**config.mk**
```make
export PLATFORM = sky130hd
export DESIGN_NAME = scp_port
export DESIGN_NICKNAME = d
export VERILOG_FILES = /design/src/rtl/scp_pkg.sv /design/src/rtl/scp_fifo.sv /design/src/rtl/scp_port.sv
export SDC_FILE = /design/constraint.sdc
export NUM_CORES = 1
export LEC_CHECK = 0
export BUFFER_PORTS_ARGS = -buffer_cell sky130_fd_sc_hd__buf_2
export CORE_ASPECT_RATIO = 0.75
export CORE_MARGIN = 1.5
export CORE_UTILIZATION = 40
export DETAILED_ROUTE_END_ITERATION = 16
export REMOVE_ABC_BUFFERS = 1
export SETUP_SLACK_MARGIN = 0.5
export SYNTH_ARGS = -nofsm -noshare
export SYNTH_HDL_FRONTEND = slang
export SYNTH_SLANG_ARGS = --single-unit
```
**constraint.sdc**
```tcl
create_clock -name i_clk -period 3.4 [get_ports i_clk]
set_input_delay 0.17 -clock i_clk [delete_from_list [all_inputs] [get_ports i_clk]]
set_output_delay 0.17 -clock i_clk [all_outputs]
set_load 0.03 [all_outputs]
```
**src/rtl/scp_pkg.sv**
```systemverilog
package scp_pkg;

    // datagram geometry
    localparam int unsigned DGRAM_W      = 40;
    localparam int unsigned CNT_W        = 6;
    localparam int unsigned WR_BIT       = 39;
    localparam int unsigned STAT_HI      = 39;
    localparam int unsigned STAT_LO      = 32;
    localparam int unsigned STAT_W       = 8;
    localparam int unsigned DATA_W       = 32;
    localparam int unsigned ADDR_W       = 7;

    // timing
    localparam int unsigned CLK_MHZ      = 50;
    localparam int unsigned FILT_NS      = 20;
    // pulses shorter than the filter time are rejected: round up, at least one cycle
    localparam int unsigned FILT_CYC_RAW = (FILT_NS * CLK_MHZ + 999) / 1000;
    localparam int unsigned FILT_CYC     = (FILT_CYC_RAW < 1) ? 1 : FILT_CYC_RAW;
    localparam int unsigned FILT_W       = 3;

    // fifo
    localparam int unsigned FIFO_DEPTH   = 8;

    localparam logic [DGRAM_W-1:0] DGRAM_RST = 40'h00_0000_0000;
    localparam logic [CNT_W-1:0]   CNT_ZERO  = 6'h00;
    localparam logic [CNT_W-1:0]   CNT_FULL  = 6'h28;

    // one command taken at select rise
    typedef struct packed {
        logic              wr;
        logic [ADDR_W-1:0] addr;
        logic [DATA_W-1:0] data;
    } scp_cmd_t;

    // reply source supplied by the register side
    typedef struct packed {
        logic [STAT_W-1:0] status;
        logic [DATA_W-1:0] rdata;
    } scp_reply_t;

    // pin view, used for the raw, synchronised and filtered copies
    typedef struct packed {
        logic sck;
        logic sel_n;
        logic sdi;
        logic drv_en_n;
    } scp_pins_t;

endpackage

```
**src/rtl/scp_fifo.sv**
```systemverilog
`timescale 1ns/1ps
module scp_fifo #(
    parameter int unsigned WIDTH = 40,
    parameter int unsigned DEPTH = 8
) (
    // clock and reset
    input  wire logic             i_clk,
    input  wire logic             i_rst,
    // fill side
    input  wire logic             i_valid,
    output logic                  o_ready,
    input  wire logic [WIDTH-1:0] i_data,
    // drain side
    output logic                  o_valid,
    input  wire logic             i_ready,
    output logic      [WIDTH-1:0] o_data
);
    localparam int unsigned AW = $clog2(DEPTH);

    typedef struct packed {
        logic [DEPTH-1:0][WIDTH-1:0] mem;
        logic [AW-1:0]               wp;
        logic [AW-1:0]               rp;
        logic [AW:0]                 cnt;
    } scp_fifo_st_t;

    scp_fifo_st_t st_q;
    scp_fifo_st_t st_d;
    logic         push;
    logic         pop;

    assign o_ready = (st_q.cnt != DEPTH[AW:0]);
    assign o_valid = (st_q.cnt != '0);
    assign o_data  = st_q.mem[st_q.rp];
    assign push    = i_valid && o_ready;
    assign pop     = o_valid && i_ready;

    always_comb begin
        st_d = st_q;
        if (push) begin
            st_d.mem[st_q.wp] = i_data;
            st_d.wp           = (st_q.wp == AW'(DEPTH - 1)) ? '0 : st_q.wp + 1'b1;
        end
        if (pop) begin
            st_d.rp = (st_q.rp == AW'(DEPTH - 1)) ? '0 : st_q.rp + 1'b1;
        end
        if (push && !pop) begin
            st_d.cnt = st_q.cnt + 1'b1;
        end else if (pop && !push) begin
            st_d.cnt = st_q.cnt - 1'b1;
        end
    end

    always_ff @(posedge i_clk) begin
        if (i_rst) begin
            st_q <= '0;
        end else begin
            st_q <= st_d;
        end
    end
endmodule

```
**src/rtl/scp_port.sv**
```systemverilog
`timescale 1ns/1ps
// What this block does
// select high: shift clock ignored
// capture on rising, drive after falling
// datagram shifted most significant bit first
// host gives at least 40 clocks
// extra bits emerge 40 clocks later
// host holds select low throughout
// select rise latches command and executes
// only last 40 bits form command
// host keeps clock below half system
// on-chip oscillator needs further 10% margin
// pulses under 20ns are filtered out
// host limits clock to 4/8 MHz
// mode 3: idle high, rising capture
// bit 39 set means write
// reply carries previous read or write data
// status byte fills bits 39 to 32
// status latched at each access end
// pins synchronised, edges found internally
// output released while select high
module scp_port
    import scp_pkg::*;
#(
    parameter int unsigned FILT_CYCLES = scp_pkg::FILT_CYC
) (
    // clock and reset
    input  wire logic                       i_clk,
    input  wire logic                       i_rst,
    // serial pins
    input  wire logic                       i_sck,
    input  wire logic                       i_select_low_in,
    input  wire logic                       i_sdi,
    input  wire logic                       i_driver_enable_low_in,
    output logic                            o_sdo,
    output logic                            o_sdo_oe,
    // filtered driver enable
    output logic                            o_driver_enable_low,
    // command stream
    output logic                            o_cmd_valid,
    input  wire logic                       i_cmd_ready,
    output scp_pkg::scp_cmd_t               o_cmd,
    // reply source
    input  wire scp_pkg::scp_reply_t        i_reply,
    output logic                            o_reply_take,
    // transaction shortfall pulse
    output logic                            o_short_frame
);
    ////////////////////////////////////////////////////////////////////////////
    // synchroniser and glitch filter

    typedef struct packed {
        scp_pins_t                  s1;
        scp_pins_t                  s2;
        scp_pins_t                  flt;
        logic [3:0][FILT_W-1:0]     fcnt;
        logic [DGRAM_W-1:0]         sh;
        logic [CNT_W-1:0]           bits;
        logic                       sdo;
        logic                       oe;
        logic                       cmd_push;
        scp_cmd_t                   cmd;
        logic                       short_p;
        logic                       take;
    } scp_st_t;

    scp_st_t   st_q;
    scp_st_t   st_d;
    scp_pins_t raw;
    logic      sck_rise;
    logic      sck_fall;
    logic      sel_rise;
    logic      sel_fall;
    logic      fifo_ready;
    scp_pins_t flt_upd;

    assign raw = '{sck: i_sck, sel_n: i_select_low_in, sdi: i_sdi,
                   drv_en_n: i_driver_enable_low_in};

    // a new level must show on FILT_CYCLES+1 samples one period apart,
    // so a pulse shorter than one period can never pass
    for (genvar g = 0; g < 4; g++) begin : g_flt_upd
        assign flt_upd[g] = (st_q.s2[g] != st_q.flt[g]) &&
                            (st_q.fcnt[g] >= FILT_W'(FILT_CYCLES));
    end

    // edges only from filtered copies, never from first stage; built from
    // registered state alone, so no loop through the next-state copy
    assign sck_rise = flt_upd.sck && st_q.s2.sck;
    assign sck_fall = flt_upd.sck && !st_q.s2.sck;
    assign sel_rise = flt_upd.sel_n && st_q.s2.sel_n;
    assign sel_fall = flt_upd.sel_n && !st_q.s2.sel_n;

    function automatic logic [DGRAM_W-1:0] shift_in(input logic [DGRAM_W-1:0] v,
                                                    input logic b);
        shift_in = {v[DGRAM_W-2:0], b};
    endfunction

    always_comb begin
        st_d          = st_q;
        st_d.s1       = raw;
        st_d.s2       = st_q.s1;
        st_d.cmd_push = 1'b0;
        st_d.short_p  = 1'b0;
        st_d.take     = 1'b0;
        // each filtered line follows only after a stable run
        for (int i = 0; i < 4; i++) begin
            if (st_q.s2[i] == st_q.flt[i]) begin
                st_d.fcnt[i] = '0;
            end else if (flt_upd[i]) begin
                st_d.flt[i]  = st_q.s2[i];
                st_d.fcnt[i] = '0;
            end else begin
                st_d.fcnt[i] = st_q.fcnt[i] + 1'b1;
            end
        end

        ////////////////////////////////////////////////////////////////////////
        // shifting and command latch

        if (sel_fall) begin
            st_d.bits = CNT_ZERO;
            st_d.oe   = 1'b1;
            st_d.sdo  = st_q.sh[DGRAM_W-1];
        end
        if (!st_d.flt.sel_n && !sel_fall) begin
            if (sck_rise) begin
                st_d.sh = shift_in(st_q.sh, st_q.flt.sdi);
                if (st_q.bits != CNT_FULL) begin
                    st_d.bits = st_q.bits + 1'b1;
                end
            end
            if (sck_fall) begin
                st_d.sdo = st_q.sh[DGRAM_W-1];
            end
        end
        if (sel_rise) begin
            st_d.oe = 1'b0;
            if (st_q.bits == CNT_FULL) begin
                // last 40 bits are whatever sits in the register
                st_d.cmd.wr   = st_q.sh[WR_BIT];
                st_d.cmd.addr = st_q.sh[WR_BIT-1 -: ADDR_W];
                st_d.cmd.data = st_q.sh[DATA_W-1:0];
                st_d.cmd_push = 1'b1;
                st_d.take     = 1'b1;
                // reply for next frame: status snapshot plus echo or read data
                st_d.sh[STAT_HI:STAT_LO] = i_reply.status;
                st_d.sh[DATA_W-1:0] = st_q.sh[WR_BIT] ? st_q.sh[DATA_W-1:0]
                                                      : i_reply.rdata;
            end else begin
                st_d.short_p = 1'b1;
            end
        end
        if (st_q.cmd_push && !fifo_ready) begin
            st_d.cmd_push = 1'b0;
        end
    end

    always_ff @(posedge i_clk) begin
        if (i_rst) begin
            st_q      <= '0;
            st_q.s1   <= '{sck: 1'b1, sel_n: 1'b1, sdi: 1'b0, drv_en_n: 1'b1};
            st_q.s2   <= '{sck: 1'b1, sel_n: 1'b1, sdi: 1'b0, drv_en_n: 1'b1};
            st_q.flt  <= '{sck: 1'b1, sel_n: 1'b1, sdi: 1'b0, drv_en_n: 1'b1};
            st_q.sh   <= DGRAM_RST;
            st_q.bits <= CNT_ZERO;
        end else begin
            st_q <= st_d;
        end
    end

    ////////////////////////////////////////////////////////////////////////////
    // command buffer; a full buffer drops the command, the host sees no sign

    scp_fifo #(
        .WIDTH ($bits(scp_cmd_t)),
        .DEPTH (FIFO_DEPTH)
    ) u_fifo (
        .i_clk   (i_clk),
        .i_rst   (i_rst),
        .i_valid (st_q.cmd_push),
        .o_ready (fifo_ready),
        .i_data  (st_q.cmd),
        .o_valid (o_cmd_valid),
        .i_ready (i_cmd_ready),
        .o_data  (o_cmd)
    );

    assign o_sdo               = st_q.sdo;
    assign o_sdo_oe            = st_q.oe;
    assign o_driver_enable_low = st_q.flt.drv_en_n;
    assign o_reply_take        = st_q.take;
    assign o_short_frame       = st_q.short_p;

    // the filtered copy only takes a level seen on the last two samples,
    // and that level has come through both synchroniser stages
    for (genvar g = 0; g < 4; g++) begin : g_flt_chk

    end
endmodule

```
==> results of run 1 <==
==> timing repair <==
| action | 4_1_cts | 5_1_grt |
|---|---|---|
| gates cloned | 0 | 0 |
| gates resized for setup | 0 | 5 |
| endpoints found under the hold margin | 14 | 0 |
| setup buffers | 1 | 1 |
| hold buffers | 13 | 0 |
| setup endpoints to repair | 1 | 1 |
==> power breakdown <==
| part | total [mW] | switching, mW | internal (mW) |
|---|---|---|---|
| clock network | 4.99 | 2.12 | 2.87 |
| logic | 0.849 | 0.478 | 0.371 |
| registers | 5.36 | 0.108 | 5.25 |
==> path summary, 6_finish.rpt <==
| check | startpoint | end | depth (start not counted) |
|---|---|---|---|
| setup / recovery | u_fifo.st_q[5] | o_cmd[5] | 4 |
| hold / removal | i_rst | u_fifo.st_q[301] | 2 |
| setup reg to reg | u_fifo.st_q[0] | u_fifo.st_q[3] | 10 |
| hold reg to reg | st_d[109] | st_q[109] | 1 |
==> stage by stage <==
stage / total power [mW] / hold slack, ns / setup TNS (ns) / utilization [%] / instance area [µm²]
2_1_floorplan: 5.95 / 0.239 / -169.86 / - / 18200
3_3_place_gp: 6.26 / 0.353 / 0 / 43.0 / 20000
3_5_place_dp: 6.27 / 0.356 / 0 / 43.0 / 20000
4_1_cts: 11.3 / 0.0334 / 0 / 46.5 / 21600
5_1_grt: 11.6 / 0.0628 / 0 / 46.6 / 21600
6_report: 11.2 / 0.0444 / 0 / 46.6 / 21600
==> worst max-delay path, delay by kind of cell (launching register included) <==
kind | cells | cell delay [ns]
buffers and inverters | 2 | 0.66
multiplexers | 2 | 0.71
flip-flops | 1 | 0.66
==> area by class of cell <==
class	instances	area share, %
Multi-Input combinational cell	1565	42.8
Clock buffer	60	5.74
Clock inverter	19	0.978
Timing Repair Buffer	155	5.30
Inverter	15	0.278
Sequential cell	445	41.2
Tap cell	630	3.64
==> cell families after synthesis <==
kind of cell,count (synthesis),synth area share (%)
AND/OR/NAND/NOR,898,19.0
XOR/XNOR,10,0.460
AO/OA/AOI/OAI,515,15.6
buffers and inverters,237,4.84
flip-flops,445,46.8
adder cells (fa/ha/maj),18,1.22
multiplexers,124,12.1
==> metal layers <==
layer	GRT usage (%)	vias to the layer above
met5	0	-
met4	5.92	0
met3	3.48	73
met2	37.0	630
met1	33.7	7733
li1	-	7571
==> placed cells by master (no fill, tap or decap), drive strengths merged, types with 9 or more instances in the layout <==
cell type / instances
xnor2: 9
clkinv: 10
buf: 142
mux2: 40
clkbuf: 60
o22a: 31
nand2b: 35
mux4: 80
dlygate4sd3: 13
nor2: 48
o21bai: 17
nand2: 752
ha: 17
a21oi: 391
a2111oi: 13
nand3: 14
inv: 17
dfxtp: 445
a211oi: 32
==> state kept, by name (all words and copies together), names as in the netlist <==
| signal | cells |
|---|---|
| o_sdo | 1 |
| o_short_frame | 1 |
| st_d | 4 |
| o_sdo_oe | 1 |
| u_fifo.st_q | 330 |
| o_driver_enable_low | 1 |
| st_q | 106 |
| o_reply_take | 1 |
==> out/metrics.csv, run 1 <==
metric;value;unit
regArea;8920;µm²
post-synth-top-count-cell;nand2_1;
cts.sinks;445;
synthDistinctLibCells;53;
startpoint_type;flip-flop;
drt-vias-per-instance;5.54;
finalWirelength;57400;µm
wl_met2;26000;µm
grt_max_degree;104;
coreArea;46500;µm²
netlist_area;19000;µm²
fin_cells;2889;
required;3.23;ns
fin_crit;2.79;ns
fp.dieH;192;µm
first_global_vias;15408;
syn_avg_cell_area;8.47;µm²
yosysSeqAreaShare;46.8;%
r2r_setup_slack;0.69;ns
slew_headroom;39.3;%
fin_crit_sh;82.2;%
drc;0;
clk_pin_slew;0.06;ns
row_count;68;
start_util;40.9;%
slowest_stage;dfxtp_4;
die_w;255;µm
synthToLayoutAreaGrowth;13.7;%
cts_made_buffers;45;
htree_levels;2;
m1WireLength;25700;µm
synth_top_area_share;46.8;%
ios;93;
antenna_found_initial;2;
hpwlAfterDp;32500;µm
avgRoutedWirePerCell;19.9;µm
drive_above_1_share;16.1;%
power.density;518;nW/µm²
portBuffers;92;
crit_fanout;27;
p_leak;7.45;nW
cts_tree;yes;
path_class;reg -> out;
grt_usage;23.5;%
timing.critical_path.to_type;output pin;
cp_slowest_stage_delay;0.66;ns
dr_total_vias;16007;
hold_path_class;in -> reg;
dr.max_layer_used;met4;
final-max-slew-violation-count;0;
multi_input_area;9260;µm²
preCtsSetupSlack;0.631;ns
crit_chain;buf_4, mux4_2, mux2_2, buf_2;
synth_ff_type;dfxtp_1;
drtIter0Drc;1560;
ys_warn_count;0;
clk_latency;0.56;ns
finalWorstSetupSlack;0.607;ns
postRouteAntennaNets;0;
fmax;358;MHz
synthTopCellsByCount;752 x nand2_1, 445 x dfxtp_1, 391 x a21oi_1, 197 x clkbuf_1, 80 x mux4_2;
cp.arrival;2.62;ns
met3WireLength;4690;µm
status;finished, final reports clean;
rsz0062_at_grt;no;
place_inst;2795;
grt-ovfl-total;0;
yosysTopAreaCell;dfxtp_1;
n_antenna_cell;0;
dieArea;48900;µm²
fin_nets;2292;
fin_worst_skew;0.0166;ns
finalHoldViolCount;0;
synth_area_leaders;dfxtp_1 47%, nand2_1 15%, a21oi_1 10%;
cts_root_buffer;clkbuf_16;
synth_edf_count;0;
drv_cap;0;
ys_ff_latch;445;
gp_congestion;0.765;
grt_pass1_wl;89000;µm
cts_buffer_depth;3;
setup_violations;0;
n_fill_cell;4474;
syn_inst;2247;
ir_worst_vdd;0.000304;V
async_reset_ff_share;0;%
dr.pass1.iters;5;
worst_pin_slew;0.911;ns
(Power assumes the default switching activity.)
==> run 2: changes to the inputs <==
==> constraint.sdc (replaced) <==
create_clock -name i_clk -period 2.4 [get_ports i_clk]
set_input_delay 0.12 -clock i_clk [delete_from_list [all_inputs] [get_ports i_clk]]
set_output_delay 0.12 -clock i_clk [all_outputs]
set_load 0.03 [all_outputs]
==> run 2 against run 1 <==
The run now ends with negative setup slack left. Register-to-register slack got worse by 0.59 ns. Utilization rose by 12 points. Hold slack got worse by 0.034 ns.
==> out/metrics.csv, run 2 (synthesis results as in run 1) <==
metric;value;unit;change
cts_root_buffer;clkbuf_16;;unchanged
slowest_stage;mux4_2;;was dfxtp_4
drv_cap;0;;unchanged
avgRoutedWirePerCell;23.5;µm;was 19.9 µm
fin_nets;2457;;was 2292
drc;0;;unchanged
cp_slowest_stage_delay;0.51;ns;was 0.66 ns
largest_register;u_fifo.st_q;;unchanged
portBuffers;92;;unchanged
layout_common_cells;598 x nand2_1, 432 x dfxtp_1, 235 x a21oi_1, 156 x a21oi_2, 145 x nand2_4;;was 750 x nand2_1, 442 x dfxtp_1, 391 x a21oi_1, 91 x buf_2, 80 x mux4_2
hold_path_class;in -> reg;;unchanged
dr.pass1.iters;6;;was 5
fin_cells;3058;;was 2889
finalWorstSetupSlack;-0.0385;ns;was 0.607 ns
synthToLayoutAreaGrowth;44.2;%;was 13.7%
worst_pin_slew;0.689;ns;was 0.911 ns
postRouteAntennaNets;0;;unchanged
ios;93;;unchanged
drt-vias-per-instance;5.83;;was 5.54
finalHoldViolCount;0;;unchanged
gp_congestion;0.768;;was 0.765
status;finished, violations left;;was finished, final reports clean
hp-start;i_reply[8];;was i_rst
fin_total_pwr;16.8;mW;was 11.2 mW
hpwlAfterDp;33600;µm;was 32500 µm
grt_usage;27.0;%;was 23.5%
ir_worst_vdd;0.000460;V;was 0.000304 V
crit_chain;buf_12, buf_12, buf_16, mux4_2, mux2_4, buf_6;;was buf_4, mux4_2, mux2_2, buf_2
setup_violations;15;;was 0
power.density;614;nW/µm²;was 518 nW/µm²
start_util;40.9;%;unchanged
fp.dieH;192;µm;unchanged
rr_startpoint;u_fifo.st_q[2];;was u_fifo.st_q[0]
htree_levels;2;;unchanged
row_count;68;;unchanged
fmax;410;MHz;
fin_crit;2.44;ns;
r2r_setup_slack;0.10;ns;was 0.69 ns
cts.sinks;445;;unchanged
final_common_cell;nand2_1;;unchanged
cts_made_buffers;45;;unchanged
required;2.28;ns;was 3.23 ns
rsz0062_at_grt;yes;;was no
first_global_vias;16414;;was 15408
fin_crit_sh;102;%;
antenna_found_initial;1;;was 2
crit_top_cell;buf_12;;
dieArea;48900;µm²;unchanged
finalWirelength;71800;µm;was 57400 µm
crit_fanout;7;;was 27
cts_tree;yes;;unchanged
die_w;255;µm;unchanged
timing.critical_path.to_type;output pin;;unchanged
cp-startpoint;u_fifo.st_q[4];;was u_fifo.st_q[5]
p_leak;10.1;nW;was 7.45 nW
setup_tns;-0.308;ns;was 0 ns
slew_headroom;54.0;%;was 39.3%
cts_buffer_depth;3;;unchanged
startpoint_type;flip-flop;;unchanged
grt_pass1_wl;100000;µm;was 89000 µm
largest_reg_flops;330;;unchanged
path_class;reg -> out;;unchanged
grt-ovfl-total;0;;unchanged
violations;negative setup slack;;
fin_worst_skew;0.0243;ns;was 0.0166 ns
drive_above_1_share;38.9;%;was 16.1%
clk_latency;0.58;ns;was 0.56 ns
clk_pin_slew;0.07;ns;was 0.06 ns
place_inst;2827;;was 2795
coreArea;46500;µm²;unchanged
final-max-slew-violation-count;0;;unchanged
cp.arrival;2.32;ns;was 2.62 ns
grt_max_degree;95;;was 104
dr_total_vias;17829;;was 16007
drtIter0Drc;2072;;was 1560
-- run 2: cell type report --
| type | count | area (µm²) |
|---|---|---|
| clock buffers | 71 | 1360 |
| fillers | 3734 | 19000 |
| flip-flops and latches | 445 | 8930 |
| multi-input cells | 1565 | 11800 |
| clock inverters | 10 | 129 |
| well taps | 630 | 788 |
| inverters | 15 | 58.8 |
| diodes | 2 | 5.00 |
| repair buffers | 320 | 4310 |
-- run 2: repair_timing --
| action | CTS | global route |
|---|---|---|
| hold buffers | 16 | 0 |
| setup buffers | 55 | 29 |
| gates resized for setup | 404 | 470 |
| hold endpoints to repair | 20 | 0 |
| pin swaps | 97 | 219 |
| endpoints found under the setup margin | 377 | 435 |
| gates cloned | 33 | 15 |
-- run 2: metal layers --
metal | GRT usage, % | wire length (µm) | share of wire, % | vias to the layer above
li1 | - | - | - | 7964
met1 | 38.3 | 29900 | 42 | 8750
met2 | 43.1 | 32900 | 46 | 930
met3 | 3.98 | 6680 | 9.3 | 185
met4 | 6.71 | 2280 | 3.2 | 0
met5 | 0.102 | 0 | 0 | -
-- run 2: power breakdown --
group          switching [mW]  internal, mW
Sequential             0.0516          7.45
Clock                    3.04          4.10
Combinational            1.07          1.12
Total                    4.16          12.7
-- run 2: final timing paths --
check	to	cells past startpoint
worst max-delay path	o_cmd[12]	6
worst min-delay path	st_q[59]	4
worst max register to register	u_fifo.st_q[315]	13
worst min register to register	st_q[109]	1
-- run 2: critical path: cells and delay by family (launching register included) --
family	cells	cell delay, ns
DFF	1	0.37
buffers and inverters	4	0.56
muxes	2	0.80
-- run 2: stage by stage --
| stage | hold WS [ns] | setup WS [ns] | util [%] | instance area, µm² |
|---|---|---|---|---|
| 2_1_floorplan | 0.189 | -2.57 | - | 18200 |
| 3_3_place_gp | 0.301 | -0.108 | 44.0 | 20400 |
| 3_5_place_dp | 0.306 | -0.0890 | 44.0 | 20400 |
| 4_1_cts | 0.00677 | -0.0327 | 54.0 | 25100 |
| 5_1_grt | 0.0434 | -0.0772 | 59.0 | 27400 |
| 6_report | 0.0102 | -0.0385 | 59.0 | 27400 |
==> run 3: changes to the inputs <==
--- a/config.mk
+++ b/config.mk
@@ -10,7 +10,7 @@
 export CORE_MARGIN = 1.5
 export CORE_UTILIZATION = 40
 export DETAILED_ROUTE_END_ITERATION = 16
-export REMOVE_ABC_BUFFERS = 1
+export PLACE_DENSITY = 0.7
 export SETUP_SLACK_MARGIN = 0.5
 export SYNTH_ARGS = -nofsm -noshare
 export SYNTH_HDL_FRONTEND = slang
==> run 3 against run 2 <==
Flip-flop and latch count unchanged. The run still ends with negative setup slack left. Die area unchanged. Sequential share of layout area increased by 2.8 points. Largest power group unchanged. Global-route usage decreased by 2.6 points. Cell count decreased by 2.5%. Critical path depth decreased by 1. Final area decreased by 7.7%. Non-clock buffer count decreased by 66. Clock power decreased by 1%.
==> out/metrics.csv, run 3 (synthesis results as in run 1) <==
metric;value;unit;change
coreArea;46500;µm²;unchanged
cp.arrival;2.34;ns;was 2.32 ns
grt_usage;24.4;%;was 27.0%
final_common_cell;nand2_1;;unchanged
avgRoutedWirePerCell;22.4;µm;was 23.5 µm
clk_latency;0.57;ns;was 0.58 ns
dieArea;48900;µm²;unchanged
first_global_vias;16641;;was 16414
status;finished, violations left;;unchanged
path_class;reg -> out;;unchanged
largest_reg_flops;330;;unchanged
cts_buffer_depth;3;;unchanged
finalWorstSetupSlack;-0.0550;ns;was -0.0385 ns
dr.pass1.iters;6;;unchanged
syn_nets;2312;;
cts.sinks;445;;unchanged
antenna_found_initial;0;;was 1
drv_cap;0;;unchanged
row_count;68;;unchanged
cp-startpoint;u_fifo.st_q[4];;unchanged
rsz0062_at_grt;yes;;unchanged
fin_nets;2387;;was 2457
timing.critical_path.to_type;output pin;;unchanged
layout_common_cells;665 x nand2_1, 432 x dfxtp_1, 330 x a21oi_1, 80 x mux4_2, 70 x nand2_4;;was 598 x nand2_1, 432 x dfxtp_1, 235 x a21oi_1, 156 x a21oi_2, 145 x nand2_4
cts_tree;yes;;unchanged
drc;0;;unchanged
clk_pin_slew;0.07;ns;about the same
setup_violations;11;;was 15
crit_end;o_cmd[0];;was o_cmd[12]
fin_area;25300;µm²;was 27400 µm²
finalWirelength;66700;µm;was 71800 µm
regArea;8940;µm²;was 8930 µm²
ir_worst_vdd;0.000602;V;was 0.000460 V
gp_congestion;0.835;;was 0.768
grt_pass1_wl;93000;µm;was 100000 µm
hold_path_class;in -> reg;;unchanged
p_leak;9.05;nW;was 10.1 nW
synthToLayoutAreaGrowth;33.1;%;was 44.2%
place_inst;2817;;was 2827
final_util;54.5;%;was 59.0%
grt_max_degree;152;;was 95
largest_register;u_fifo.st_q;;unchanged
dr_total_vias;17576;;was 17829
final-max-slew-violation-count;0;;unchanged
cts_root_buffer;clkbuf_16;;unchanged
startpoint_type;flip-flop;;unchanged
slowest_stage;mux4_2;;unchanged
n_fill_cell;3767;;was 3734
start_util;40.9;%;unchanged
r2r_setup_slack;-0.06;ns;was 0.10 ns
fp.dieH;192;µm;unchanged
placed_cell_area;20200;µm²;was 20400 µm²
timing.rr.end;st_q[66];;was u_fifo.st_q[315]
slew_headroom;44.2;%;was 54.0%
crit_fanout;5;;was 7
fin_crit_sh;102;%;about the same
rr_startpoint;st_q[98];;was u_fifo.st_q[2]
n_antenna_cell;0;;was 2
fmax;407;MHz;was 410 MHz
power.density;656;nW/µm²;was 614 nW/µm²
worst_pin_slew;0.836;ns;was 0.689 ns
grt-ovfl-total;0;;unchanged
crit_chain;buf_8, clkbuf_16, mux4_2, mux2_2, buf_4;;was buf_12, buf_12, buf_16, mux4_2, mux2_4, buf_6
postRouteAntennaNets;0;;unchanged
r2r_cells;13;;unchanged
die_w;255;µm;unchanged
drive_above_1_share;30.8;%;was 38.9%
cts_made_buffers;41;;was 45
htree_levels;2;;unchanged
ios;93;;unchanged
hpwlAfterDp;33300;µm;was 33600 µm
portBuffers;92;;unchanged
multi_input_area;11000;µm²;was 11800 µm²
fin_crit;2.46;ns;was 2.44 ns
drtIter0Drc;2167;;was 2072
fin_worst_skew;0.0230;ns;was 0.0243 ns
drt-vias-per-instance;5.89;;was 5.83
finalHoldViolCount;0;;unchanged
violations;negative setup slack;;unchanged
required;2.28;ns;about the same
cp_slowest_stage_delay;0.55;ns;was 0.51 ns
fin_cells;2982;;was 3058
[run 3: what timing repair did]
action | in CTS | in global routing
resized for setup | 279 | 306
hold buffers | 13 | 0
setup endpoints to repair | 260 | 338
pin swaps | 51 | 89
cloned | 19 | 12
setup buffers | 30 | 18
endpoints found under the hold margin | 14 | 0
[run 3: routing by layer]
metal / vias up / share of wire, % / track usage (%)
li1: 7786 / - / -
met5: - / 0 / 0
met2: 987 / 47 / 40.5
met4: 0 / 4.2 / 7.58
met1: 8571 / 39 / 32.3
met3: 232 / 10 / 4.39
[run 3: worst min path at each step]
stage / startpoint / endpoint / depth (start not counted)
6_report: i_reply[1] / st_q[52] / 4
5_1_grt: i_reply[3] / st_q[54] / 4
4_1_cts: i_reply[19] / st_q[70] / 4
3_5_place_dp: i_sck / st_d[110] / 2
3_3_place_gp: i_driver_enable_low_in / st_d[107] / 2
2_1_floorplan: i_driver_enable_low_in / st_d[107] / 1
[run 3: critical path, delay by kind of cell, from the launching register on]
kind                   cells  cell delay [ns]
muxes                      2             0.87
buffers and inverters      3             0.54
DFF                        1             0.37
[run 3: area by class of cell]
type,count,share of cell area [%]
clock buffers,64,4.92
well taps,630,3.11
repair buffers,254,12.3
inverters,15,0.232
flip-flops and latches,445,35.3
multi-input cells,1565,43.4
clock inverters,9,0.697
[run 3: power by group]
group | switching (mW) | leakage [nW] | internal [mW]
clock network | 2.96 | 0.692 | 4.11
registers | 0.0770 | 3.59 | 7.45
logic | 1.03 | 4.77 | 1.00
[run 3: through the flow]
| step | hold WS (ns) | power [mW] | setup TNS [ns] | setup slack, ns |
|---|---|---|---|---|
| after detailed placement | 0.307 | 9.01 | 0 | 0.0335 |
| after floorplan | 0.224 | 8.59 | 0 | 0.0964 |
| after CTS | 0.0174 | 16.3 | -0.198 | -0.0264 |
| after global routing | 0.0537 | 17.0 | -1.46 | -0.112 |
| after global placement | 0.301 | 8.97 | 0 | 0.0701 |
| final | 0.0297 | 16.6 | -0.273 | -0.0550 |
